--- config.mk ---
export PLATFORM = sky130hd
export DESIGN_NAME = ssq_sequencer
export DESIGN_NICKNAME = d
export VERILOG_FILES = /design/src/include/ssq_pkg.sv /design/src/hw/ssq_sequencer.sv /design/src/hw/ssq_step_timer.sv /design/src/hw/ssq_tick_div.sv
export SDC_FILE = /design/constraint.sdc
export NUM_CORES = 1
export LEC_CHECK = 0
export BUFFER_PORTS_ARGS = -buffer_cell sky130_fd_sc_hd__buf_4
export CAP_MARGIN = 10
export CORE_ASPECT_RATIO = 1.4
export CORE_MARGIN = 8
export CORE_UTILIZATION = 45
export CTS_CLUSTER_DIAMETER = 150
export DETAILED_ROUTE_END_ITERATION = 10
export RECOVER_POWER = 25
export SYNTH_ARGS = -nofsm -noshare
export SYNTH_HDL_FRONTEND = slang
export SYNTH_SLANG_ARGS = --single-unit
--- constraint.sdc ---
create_clock -name pclk -period 4.7 [get_ports pclk]
set_input_delay 1.175 -clock pclk [delete_from_list [all_inputs] [get_ports pclk]]
set_output_delay 1.175 -clock pclk [all_outputs]
set_load 0.005 [all_outputs]
--- src/include/ssq_pkg.sv ---
package ssq_pkg;
   localparam int ssq_steps = 15;
   localparam logic [11:0] ssq_ctrl_off = 12'h000;
   localparam logic [11:0] ssq_cmd_off = 12'h004;
   localparam logic [11:0] ssq_stat_off = 12'h008;
   localparam logic [11:0] ssq_dir_off = 12'h00C;
   localparam logic [11:0] ssq_speed_base = 12'h040;
   localparam logic [11:0] ssq_dur_base = 12'h080;
   localparam int ssq_mem_pos = 0;
   localparam int ssq_en_pos = 1;
   localparam int ssq_mode_pos = 2;
   localparam int ssq_start_pos = 0;
   localparam int ssq_stop_pos = 1;
   localparam logic [3:0] ssq_last_step = 4'hE;
   localparam logic [13:0] ssq_dur_max = 14'h270F;
   localparam logic [13:0] ssq_dur_long = 14'h0064;
   localparam int ssq_long_steps = 5;
   localparam logic [15:0] ssq_speed_lo = 16'h03E8;
   localparam logic [15:0] ssq_speed_inc = 16'h01F4;
   localparam int ssq_ramp_steps = 9;
   localparam int ssq_clk_ns = 10;
   localparam int ssq_tick_ns = 100_000_000;
   localparam int ssq_tick_cycles = ssq_tick_ns / ssq_clk_ns;

   typedef enum logic [2:0] {
      ssq_once = 3'h0,
      ssq_once_pause = 3'h1,
      ssq_repeat = 3'h2,
      ssq_repeat_pause = 3'h3,
      ssq_keep_last = 3'h4
   } ssq_mode_t;

   typedef enum logic [1:0] {
      ssq_idle = 2'h0,
      ssq_run = 2'h1,
      ssq_pause = 2'h3,
      ssq_hold = 2'h2
   } ssq_state_t;

   typedef enum logic [2:0] {
      ssq_src_jog = 3'h0,
      ssq_src_ext = 3'h1,
      ssq_src_int = 3'h2,
      ssq_src_pid = 3'h3,
      ssq_src_tri = 3'h4,
      ssq_src_wind = 3'h5,
      ssq_src_normal = 3'h6
   } ssq_src_t;

   function automatic logic [15:0] ssq_speed_rst(input int i);
      return (i < ssq_ramp_steps) ? ssq_speed_lo + 16'(i) * ssq_speed_inc : ssq_speed_lo;
   endfunction : ssq_speed_rst

   function automatic logic [13:0] ssq_dur_rst(input int i);
      return (i < ssq_long_steps) ? ssq_dur_long : 14'h0000;
   endfunction : ssq_dur_rst
endpackage : ssq_pkg

--- src/hw/ssq_sequencer.sv ---
`timescale 1ns/10ps
////////////////////////////////////////////////////////////////////////////////
// Notes on behaviour
// - Memory off: stop resets to first step
// - Memory on: stop keeps step for resume
// - Power-up always starts at first step
// - Disabled: normal mode supplies frequency
// - Enabled: step program supplies frequency
// - Jog, ext, internal, PID, tri, wind, normal
// - Cycle mode picks end-of-program behaviour
// - Cycle mode matters only when enabled
// - Pause modes: stop between steps
// - Fifteen speed setpoints, selected by step
// - Each step runs its own duration
// - Direction bit: 0 forward, 1 reverse
// - Direction word ignored when disabled
// - Bit 0 main reference, bit n step n
module ssq_sequencer
   import ssq_pkg::*;
#(
   parameter int SW = 16,
   parameter logic [SW-1:0] MAX_FREQ = SW'(40000),
   parameter int TICK_CYCLES = ssq_tick_cycles
)(
   input wire logic pclk,
   input wire logic presetn,
   input wire logic psel,
   input wire logic penable,
   input wire logic pwrite,
   input wire logic [11:0] paddr,
   input wire logic [31:0] pwdata,
   output logic [31:0] prdata,
   output logic pready,
   output logic pslverr,
   input wire logic fault,
   input wire logic out_at_zero,
   input wire logic jog_req,
   input wire logic [SW-1:0] jog_freq,
   input wire logic ext_ms_req,
   input wire logic [SW-1:0] ext_ms_freq,
   input wire logic pid_req,
   input wire logic [SW-1:0] pid_freq,
   input wire logic tri_req,
   input wire logic [SW-1:0] tri_freq,
   input wire logic wind_req,
   input wire logic [SW-1:0] wind_freq,
   input wire logic [SW-1:0] normal_freq,
   output logic [SW-1:0] freq_ref,
   output logic reverse,
   output logic seq_active
);
   typedef struct packed {
      logic mem;
      logic en;
      ssq_mode_t mode;
      logic [15:0] dir;
      logic [ssq_steps-1:0][SW-1:0] speed;
      logic [ssq_steps-1:0][13:0] dur;
      ssq_state_t st;
      logic [3:0] step;
      logic last;
      logic [SW-1:0] freq;
      logic rev;
      ssq_src_t src;
   } ssq_regs_t;

   ssq_regs_t r;
   ssq_regs_t next_r;
   logic tick;
   logic done;
   logic tmr_clear;
   logic wr;
   logic start_cmd;
   logic stop_cmd;
   logic halt;
   logic is_speed;
   logic is_dur;
   logic [3:0] idx;
   logic seq_on;

   function automatic logic is_pause(input ssq_mode_t m);
      return (m == ssq_once_pause) || (m == ssq_repeat_pause);
   endfunction : is_pause

   ////////////////////////////////////////////////////////////////////////////
   // Tick divider and step timer
   ssq_tick_div #(
      .CYCLES(TICK_CYCLES)
   ) u_div (
      .pclk(pclk),
      .presetn(presetn),
      .tick(tick)
   );

   ssq_step_timer u_tmr (
      .pclk(pclk),
      .presetn(presetn),
      .tick(tick),
      .run(r.st == ssq_run),
      .clear(tmr_clear),
      .dur(r.dur[r.step]),
      .done(done)
   );

   ////////////////////////////////////////////////////////////////////////////
   // APB decode
   assign idx = paddr[5:2];
   assign is_speed = (paddr[11:6] == ssq_speed_base[11:6]) && (idx != 4'hF);
   assign is_dur = (paddr[11:6] == ssq_dur_base[11:6]) && (idx != 4'hF);
   assign wr = psel && penable && pwrite;
   assign start_cmd = wr && (paddr == ssq_cmd_off) && pwdata[ssq_start_pos];
   assign stop_cmd = wr && (paddr == ssq_cmd_off) && pwdata[ssq_stop_pos];
   assign halt = fault || stop_cmd || !r.en;
   assign pready = 1'b1;
   assign seq_on = r.en && (r.st != ssq_idle);

   always_comb
   begin
      prdata = 32'h0000_0000;
      pslverr = 1'b0;
      if (is_speed)
         prdata = 32'(r.speed[idx]);
      else if (is_dur)
         prdata = 32'(r.dur[idx]);
      else
         unique case (paddr)
            ssq_ctrl_off: prdata = 32'({r.mode, r.en, r.mem});
            ssq_cmd_off: prdata = 32'h0000_0000;
            ssq_stat_off: prdata = 32'({fault, r.src, 2'h0, r.st, r.step});
            ssq_dir_off: prdata = 32'(r.dir);
            default: pslverr = psel && penable;
         endcase
   end

   ////////////////////////////////////////////////////////////////////////////
   // Registers, step sequencing and source selection
   always_comb
   begin
      next_r = r;
      tmr_clear = 1'b0;
      if (wr)
      begin
         if (is_speed)
            next_r.speed[idx] = (pwdata[SW-1:0] > MAX_FREQ) ? MAX_FREQ : pwdata[SW-1:0];
         else if (is_dur)
            next_r.dur[idx] = (pwdata[13:0] > ssq_dur_max) ? ssq_dur_max : pwdata[13:0];
         else if (paddr == ssq_ctrl_off)
         begin
            next_r.mem = pwdata[ssq_mem_pos];
            next_r.en = pwdata[ssq_en_pos];
            if (pwdata[ssq_mode_pos+2:ssq_mode_pos] <= 3'h4)
               next_r.mode = ssq_mode_t'(pwdata[ssq_mode_pos+2:ssq_mode_pos]);
         end
         else if (paddr == ssq_dir_off)
            next_r.dir = pwdata[15:0];
      end

      unique case (r.st)
         ssq_idle:
            if (start_cmd && r.en && !fault)
               next_r.st = ssq_run;
         ssq_run:
            if (done)
            begin
               if (r.step == ssq_last_step)
               begin
                  unique case (r.mode)
                     ssq_once:
                     begin
                        next_r.st = ssq_idle;
                        next_r.step = 4'h0;
                        tmr_clear = 1'b1;
                     end
                     ssq_repeat:
                     begin
                        next_r.step = 4'h0;
                        tmr_clear = 1'b1;
                     end
                     ssq_keep_last:
                        next_r.st = ssq_hold;
                     default:
                     begin
                        next_r.st = ssq_pause;
                        next_r.last = 1'b1;
                     end
                  endcase
               end
               else if (is_pause(r.mode))
               begin
                  next_r.st = ssq_pause;
                  next_r.last = 1'b0;
               end
               else
               begin
                  next_r.step = r.step + 4'h1;
                  tmr_clear = 1'b1;
               end
            end
         ssq_pause:
            if (out_at_zero)
            begin
               tmr_clear = 1'b1;
               next_r.st = ssq_run;
               next_r.last = 1'b0;
               if (!r.last)
                  next_r.step = r.step + 4'h1;
               else
               begin
                  next_r.step = 4'h0;
                  if (r.mode == ssq_once_pause)
                     next_r.st = ssq_idle;
               end
            end
         ssq_hold:
            next_r.st = ssq_hold;
      endcase

      if ((r.st != ssq_idle) && halt)
      begin
         next_r.st = ssq_idle;
         if (!r.mem)
         begin
            next_r.step = 4'h0;
            next_r.last = 1'b0;
            tmr_clear = 1'b1;
         end
         else
         begin
            next_r.step = r.step;
            next_r.last = r.last;
            tmr_clear = 1'b0;
         end
      end

      next_r.rev = r.en && r.dir[0];
      if (jog_req)
      begin
         next_r.src = ssq_src_jog;
         next_r.freq = jog_freq;
      end
      else if (ext_ms_req)
      begin
         next_r.src = ssq_src_ext;
         next_r.freq = ext_ms_freq;
      end
      else if (seq_on)
      begin
         next_r.src = ssq_src_int;
         next_r.freq = (r.st == ssq_pause) ? '0 : r.speed[r.step];
         next_r.rev = r.dir[r.step + 4'h1];
      end
      else if (pid_req)
      begin
         next_r.src = ssq_src_pid;
         next_r.freq = pid_freq;
      end
      else if (tri_req)
      begin
         next_r.src = ssq_src_tri;
         next_r.freq = tri_freq;
      end
      else if (wind_req)
      begin
         next_r.src = ssq_src_wind;
         next_r.freq = wind_freq;
      end
      else
      begin
         next_r.src = ssq_src_normal;
         next_r.freq = normal_freq;
      end
   end

   // Power-on reset drops any retained step
   always_ff @(posedge pclk or negedge presetn)
      if (!presetn)
      begin
         r <= '0;
         r.src <= ssq_src_normal;
         for (int i = 0; i < ssq_steps; i++)
         begin
            r.speed[i] <= SW'(ssq_speed_rst(i));
            r.dur[i] <= ssq_dur_rst(i);
         end
      end
      else
         r <= next_r;

   assign freq_ref = r.freq;
   assign reverse = r.rev;
   assign seq_active = seq_on;

   ////////////////////////////////////////////////////////////////////////////
   // Checks
   logic started;

   always_ff @(posedge pclk or negedge presetn)
      if (!presetn)
         started <= 1'b0;
      else if ((r.st == ssq_idle) && start_cmd && r.en && !fault)
         started <= 1'b1;
endmodule : ssq_sequencer

--- src/hw/ssq_step_timer.sv ---
`timescale 1ns/10ps
module ssq_step_timer
   import ssq_pkg::*;
(
   input wire logic pclk,
   input wire logic presetn,
   input wire logic tick,
   input wire logic run,
   input wire logic clear,
   input wire logic [13:0] dur,
   output logic done
);
   typedef struct packed {
      logic [13:0] cnt;
   } ssq_tmr_t;

   ssq_tmr_t r;
   ssq_tmr_t next_r;

   assign done = run && (r.cnt >= dur);
   always_comb
   begin
      next_r = r;
      if (clear)
         next_r.cnt = '0;
      else if (run && tick && !done)
         next_r.cnt = r.cnt + 1'b1;
   end

   always_ff @(posedge pclk or negedge presetn)
      if (!presetn)
         r <= '0;
      else
         r <= next_r;
endmodule : ssq_step_timer

--- src/hw/ssq_tick_div.sv ---
`timescale 1ns/10ps
module ssq_tick_div
   import ssq_pkg::*;
#(
   parameter int CYCLES = ssq_tick_cycles
)(
   input wire logic pclk,
   input wire logic presetn,
   output logic tick
);
   localparam int CW = $clog2(CYCLES + 1);

   typedef struct packed {
      logic [CW-1:0] cnt;
      logic tick;
   } ssq_div_t;

   ssq_div_t r;
   ssq_div_t next_r;

   always_comb
   begin
      next_r = r;
      next_r.tick = 1'b0;
      if (r.cnt == CW'(CYCLES - 1))
      begin
         next_r.cnt = '0;
         next_r.tick = 1'b1;
      end
      else
         next_r.cnt = r.cnt + 1'b1;
   end

   always_ff @(posedge pclk or negedge presetn)
      if (!presetn)
         r <= '0;
      else
         r <= next_r;

   assign tick = r.tick;
endmodule : ssq_tick_div

Word-level counts from Yosys, hierarchy flattened. Index checks and enable logic that the tools add are counted.

Register bits after elaboration: 537. Input port bits: 152. Output and inout port bits: 52. Word-level logic and storage cells: 189.

$add $sub $neg: 3. Order comparisons: 8. Equality and inequality tests: 24. Multiplexer cells: 69. Bitwise operators: 3. Reduce and logical (&&, ||, !) cells: 39.

Operators with widths (count): bitwise mux 240 bit (1); bitwise mux 210 bit (1); two-way mux 16 bit (12); binary-select mux 16 bit (select 4 bit) (2); binary-select mux 14 bit (select 4 bit) (2); two-way mux 14 bit (6); demux 16 bit (select 4 bit) (1); demux 14 bit (select 4 bit) (1); case mux 16 bit (3 select lines) (1); two-way mux 32 bit (1); two-way mux 7 bit (4); adder 24 x 1 -> 24 bit, second input constant (1); == test 12 x 4 -> 1 bit, second input constant (2); == test 24 bit, second input constant (1); two-way mux 24 bit (1); != test 4 bit, second input constant (6); two-way mux 1 bit (19); greater-than comparator 16 bit, second input constant (1); logical AND 1 bit (16); less-than comparator 4 x 5 -> 1 bit, second input constant (3); AND reduction 5 bit (3); adder 14 x 1 -> 14 bit, second input constant (1); >= comparator 14 bit (1); greater-than comparator 14 bit, second input constant (1); 38 further kinds (58).

Logic depth before layout (Yosys ltp).
Depth after elaboration: 9. Mapped depth: 18. Mapped depth without buffers: 13.

Modules after synthesis. Synthesis repeated with hierarchy kept, for this count alone.

Cells, all modules: 2760. Area, all modules: 29699.7 um^2.

By module, submodules not included: ssq_sequencer (instances 1, cells each 2507, area an instance 27273.7 um^2, seq. area each 12595.8 um^2); ssq_tick_div (instances 1, cells each 115, area an instance 1236.2 um^2, seq. area each 625.6 um^2); ssq_step_timer (instances 1, cells each 138, area an instance 1189.9 um^2, seq. area each 350.3 um^2).

Worst setup path before layout. OpenSTA, ideal clock, no wires.

Kind: input to output. From: in paddr[3]. To: out prdata[0]. Data arrival time: 3.084 ns. Data required time: 3.525 ns. Path slack: 0.441 ns. Stages: 7. Buffers on the path: 3. Path through: clkbuf_1 clkbuf_1 buf_1 mux4_2 mux4_2 a22oi_1 nand2_1.

Word-level cells in the longest chain between the ends: 4. Elaborated cells between the ends (all ways): 13. Classes of those cells: 3 x eq/ne; 7 x mux; 3 x reduce/logical.

Ends and longest elaborated chain: start, declared (RTL line ssq_sequencer.sv:30) `input wire logic [11:0] paddr,`; binary-select mux 14 bit (select 4 bit) (tied with other cells) (RTL line ssq_sequencer.sv:124) `prdata = 32'(r.dur[idx]);`; two-way mux 14 bit (not written as such) (tied with other cells) (RTL line ssq_sequencer.sv:124); two-way mux 16 bit (RTL line ssq_sequencer.sv:123) `else if (is_dur)`; two-way mux 32 bit * (RTL line ssq_sequencer.sv:121) `if (is_speed)`; end, declared (RTL line ssq_sequencer.sv:32) `output logic [31:0] prdata,`.

Every way passes the cells marked *; elsewhere a longest branch is shown, timed or not. The select of a mux whose other input is x is not followed.

Worst setup path after layout.
From: in paddr[2]. To: out prdata[10].

The elaborated chain is that of the path after synthesis.

==> metrics.md <==
| Metric | Value |
|---|---|
| Routed vias | 22.4k |
| Worst slack, placed | 0.0456 ns |
| Grt ovf | 0 |
| Clock Skews | 0.0333 ns |
| Worst slew pin tran | 2.01 ns |
| Reg clk slew, reported paths | 0.06 ns |
| Sw frac | 23.9% |
| Crit path kind | input pin to output pin |
| #FFs+latches synth | 537 |
| Fillers | 5,803 |
| Mean Syn Cell Area | 10.6 µm² |
| Fin util | 51.8% |
| Required @ worst endpoint | 3.52 ns |
| Post-synthesis cell area | 29,300 µm² |
| Max-Cap Viols | 4 |
| Largest net degree at the start of global routing | 124 |
| P_sw | 2.33 mW |
| Startpoint types | input pin |
| Clock sink count | 537 |
| Post-synthesis sequential area ratio | 46.4% |
| Area share of the largest cell type after synthesis | 36.8% |
| Initial DRC Count | 1,836 |
| Die area | 73,600 µm² |
| Clock Power Share | 45.4% |
| Asr flop ratio synth | 100% |
| P&R area growth vs syn | 13.7% |
| Max VDD drop | 0.331 mV |
| IO Port Bufs | 170 |
| GP Congestion | 0.901 |
| Post-Syn Instances | 2,771 |
| Crit end category | output pin |
| Design area | 33,300 µm² |
| Synth area leaders | dfrtp_1 37%, mux4_2 17%, dfstp_2 9.6% |
| Starting Density | 45.5% |
| Number of global-route vias before repair | 23.2k |
| Final count of hold timing violations | 0 |
| Multi-input gate area | 14,500 µm² |
| DP HPWL | 65,200 µm |
| Clk Latency, worst-skew pair | 0.63 ns |
| # IOs | 204 |
| DRC Markers | 0 |
| Final nets | 3,030 |
| Non-Filler Instances | 3,748 |
| Most common cell after layout, fill and taps aside | nand2_1 |
| DRT antenna net count | 0 |
| First-pass GRT wire length | 144,000 µm |
| Leakage | 14.1 nW |
| Total Power | 9.76 mW |
| Total routing usage reported by global routing | 25.6% |
| Placed Area | 31,500 µm² |
| Htree depth | 2 |
| Pre-antenna DRT Iters | 5 |
| Flop pwr share | 47.9% |
| Fin Setup TNS | 0 ns |
| Post-synth EDFFs | 0 |
| Final count of negative-setup-slack endpoints | 0 |
| CTS buffer count | 55 |
| Cell taking the most area after synthesis | dfrtp_1 |
| Crit path max fanout | 20 |
| Sequential cell area | 13,600 µm² |
| Share of cells above drive strength 1 | 27.7% |
| Clock Tree Root | clkbuf_16 |
| Synth warn | 0 |
| Die Wd | 232 µm |
| Prevailing post-synth register cell | dfrtp_1 |
| Clock Tree Buf Depth | 3 |
| Wire per inst | 25.3 µm |
| Critical Path AT | 3.45 ns |
| Path type of the worst min-delay path | flop to flop |
| Outcome | finished with violations |
| Failing checks | capacitance limit, slew limit |
| RSZ-0062 raised after global routing | no |
| Fmax | 216 MHz |
| Power per cell area | 293 nW/µm² |
| Fin worst setup slack | 0.0766 ns |
| Placeable Area | 64,300 µm² |
| Most frequent cells in the layout | 628 x nand2_1, 427 x dfrtp_1, 400 x o21ai_0, 252 x buf_4, 221 x mux4_2 |
| Relative slew slack | -33.7% |
| Rows | 110 |
| Int Pwr | 7.43 mW |
| Fin Hold WS | 0.463 ns |
| Synth cell types | 65 |
| CTS tree | built |
| Die H | 318 µm |
| Post-CTS Setup Inserts | 0 |
| CTS resizes | 0 |
| Initial antenna violation count | 2 |
| CTS Hold Bufs | 0 |
| Placed insts | 3,643 |
| Routed Wire Length | 94,900 µm |
| Gate power share | 6.6% |
| Final Cycle Share | 98.4% |
| Slew Limit Fails | 327 |
| Min Tclk post-route | 4.62 ns |
| Vias per cell | 5.97 |
## Yosys cell counts (14+ instances only)
cell / count
nand4_1: 14
mux2_2: 64
nor3_1: 17
dfstp_2: 107
xor2_1: 22
o21ai_0: 401
buf_2: 33
ha_1: 18
mux4_2: 221
dfrtp_1: 430
nor2_1: 103
nand3_1: 24
o21ai_1: 100
nand2_1: 628
a31oi_1: 18
clkbuf_1: 165
o22ai_1: 30
a21oi_1: 61
o21ai_2: 20
a22oi_1: 14
buf_4: 35
mux2i_1: 87
## power groups by stage
| stage | clock, mW | sequential, mW | combinational, mW |
|---|---|---|---|
| 2_1_floorplan | 0 | 4.75 | 0.327 |
| 3_3_place_gp | 0 | 4.76 | 0.648 |
| 3_5_place_dp | 0 | 4.76 | 0.658 |
| 4_1_cts | 4.51 | 4.68 | 0.659 |
| 5_1_grt | 4.67 | 4.68 | 0.700 |
| 6_report | 4.44 | 4.68 | 0.648 |
## worst max-delay path, stage by stage
cell	delay, ns
clkbuf_8	0.23
buf_12	0.23
mux4_2	0.52
mux4_2	0.57
a22oi_1	0.22
o21ai_0	0.25
buf_4	0.22
## layout make-up
| type | count | area share, % |
|---|---|---|
| well taps | 840 | 3.16 |
| clock buffers | 88 | 5.02 |
| multi-input cells | 1976 | 43.5 |
| inverters | 13 | 0.147 |
| repair buffers | 277 | 6.88 |
| flip-flops and latches | 537 | 40.8 |
| clock inverters | 16 | 0.436 |
| diodes | 1 | 0.00752 |
## cells by family after synthesis
kind of cell               synth area share, %
AOI/OAI and AO/OA                         12.3
xor gates and xnor gates                 0.987
adders and majority gates                0.804
buffers and inverters                     4.47
DFF                                       46.4
muxes                                     22.6
other                                   0.0257
and+or+nand+nor                           12.5
## routing by layer
metal	global-route usage (%)	part of all wire [%]	wire, µm	vias to the layer above
met2	43.3	50	47800	825
met5	0	0.014	13	-
met3	4.00	5.4	5150	278
li1	-	-	-	10100
met1	30.7	38	35700	11200
met4	15.0	6.6	6220	2
## state kept, by name (all words and copies together), names as in the netlist
signal      flops
r             481
freq_ref       16
reverse         1
u_tmr.r        14
u_div.tick      1
u_div.r        24
## path summary, 6_finish.rpt
check	from	cells past startpoint	to	slack (ns)
worst min register to register	u_div.r[1]$_DFF_PN0_	1	u_div.r[1]$_DFF_PN0_	0.46
worst max-delay path	paddr[2]	7	prdata[10]	0.08
worst max register to register	r[21]$_DFFE_PN0P_	14	r[22]$_DFFE_PN0P_	0.38
min in group asynchronous	presetn	1	u_div.r[3]$_DFF_PN0_	1.14
worst min-delay path	u_div.r[1]$_DFF_PN0_	1	u_div.r[1]$_DFF_PN0_	0.46
max in group asynchronous	presetn	2	r[70]$_DFFE_PN0P_	0.90
Note: power is estimated with default switching activity, not from simulation.
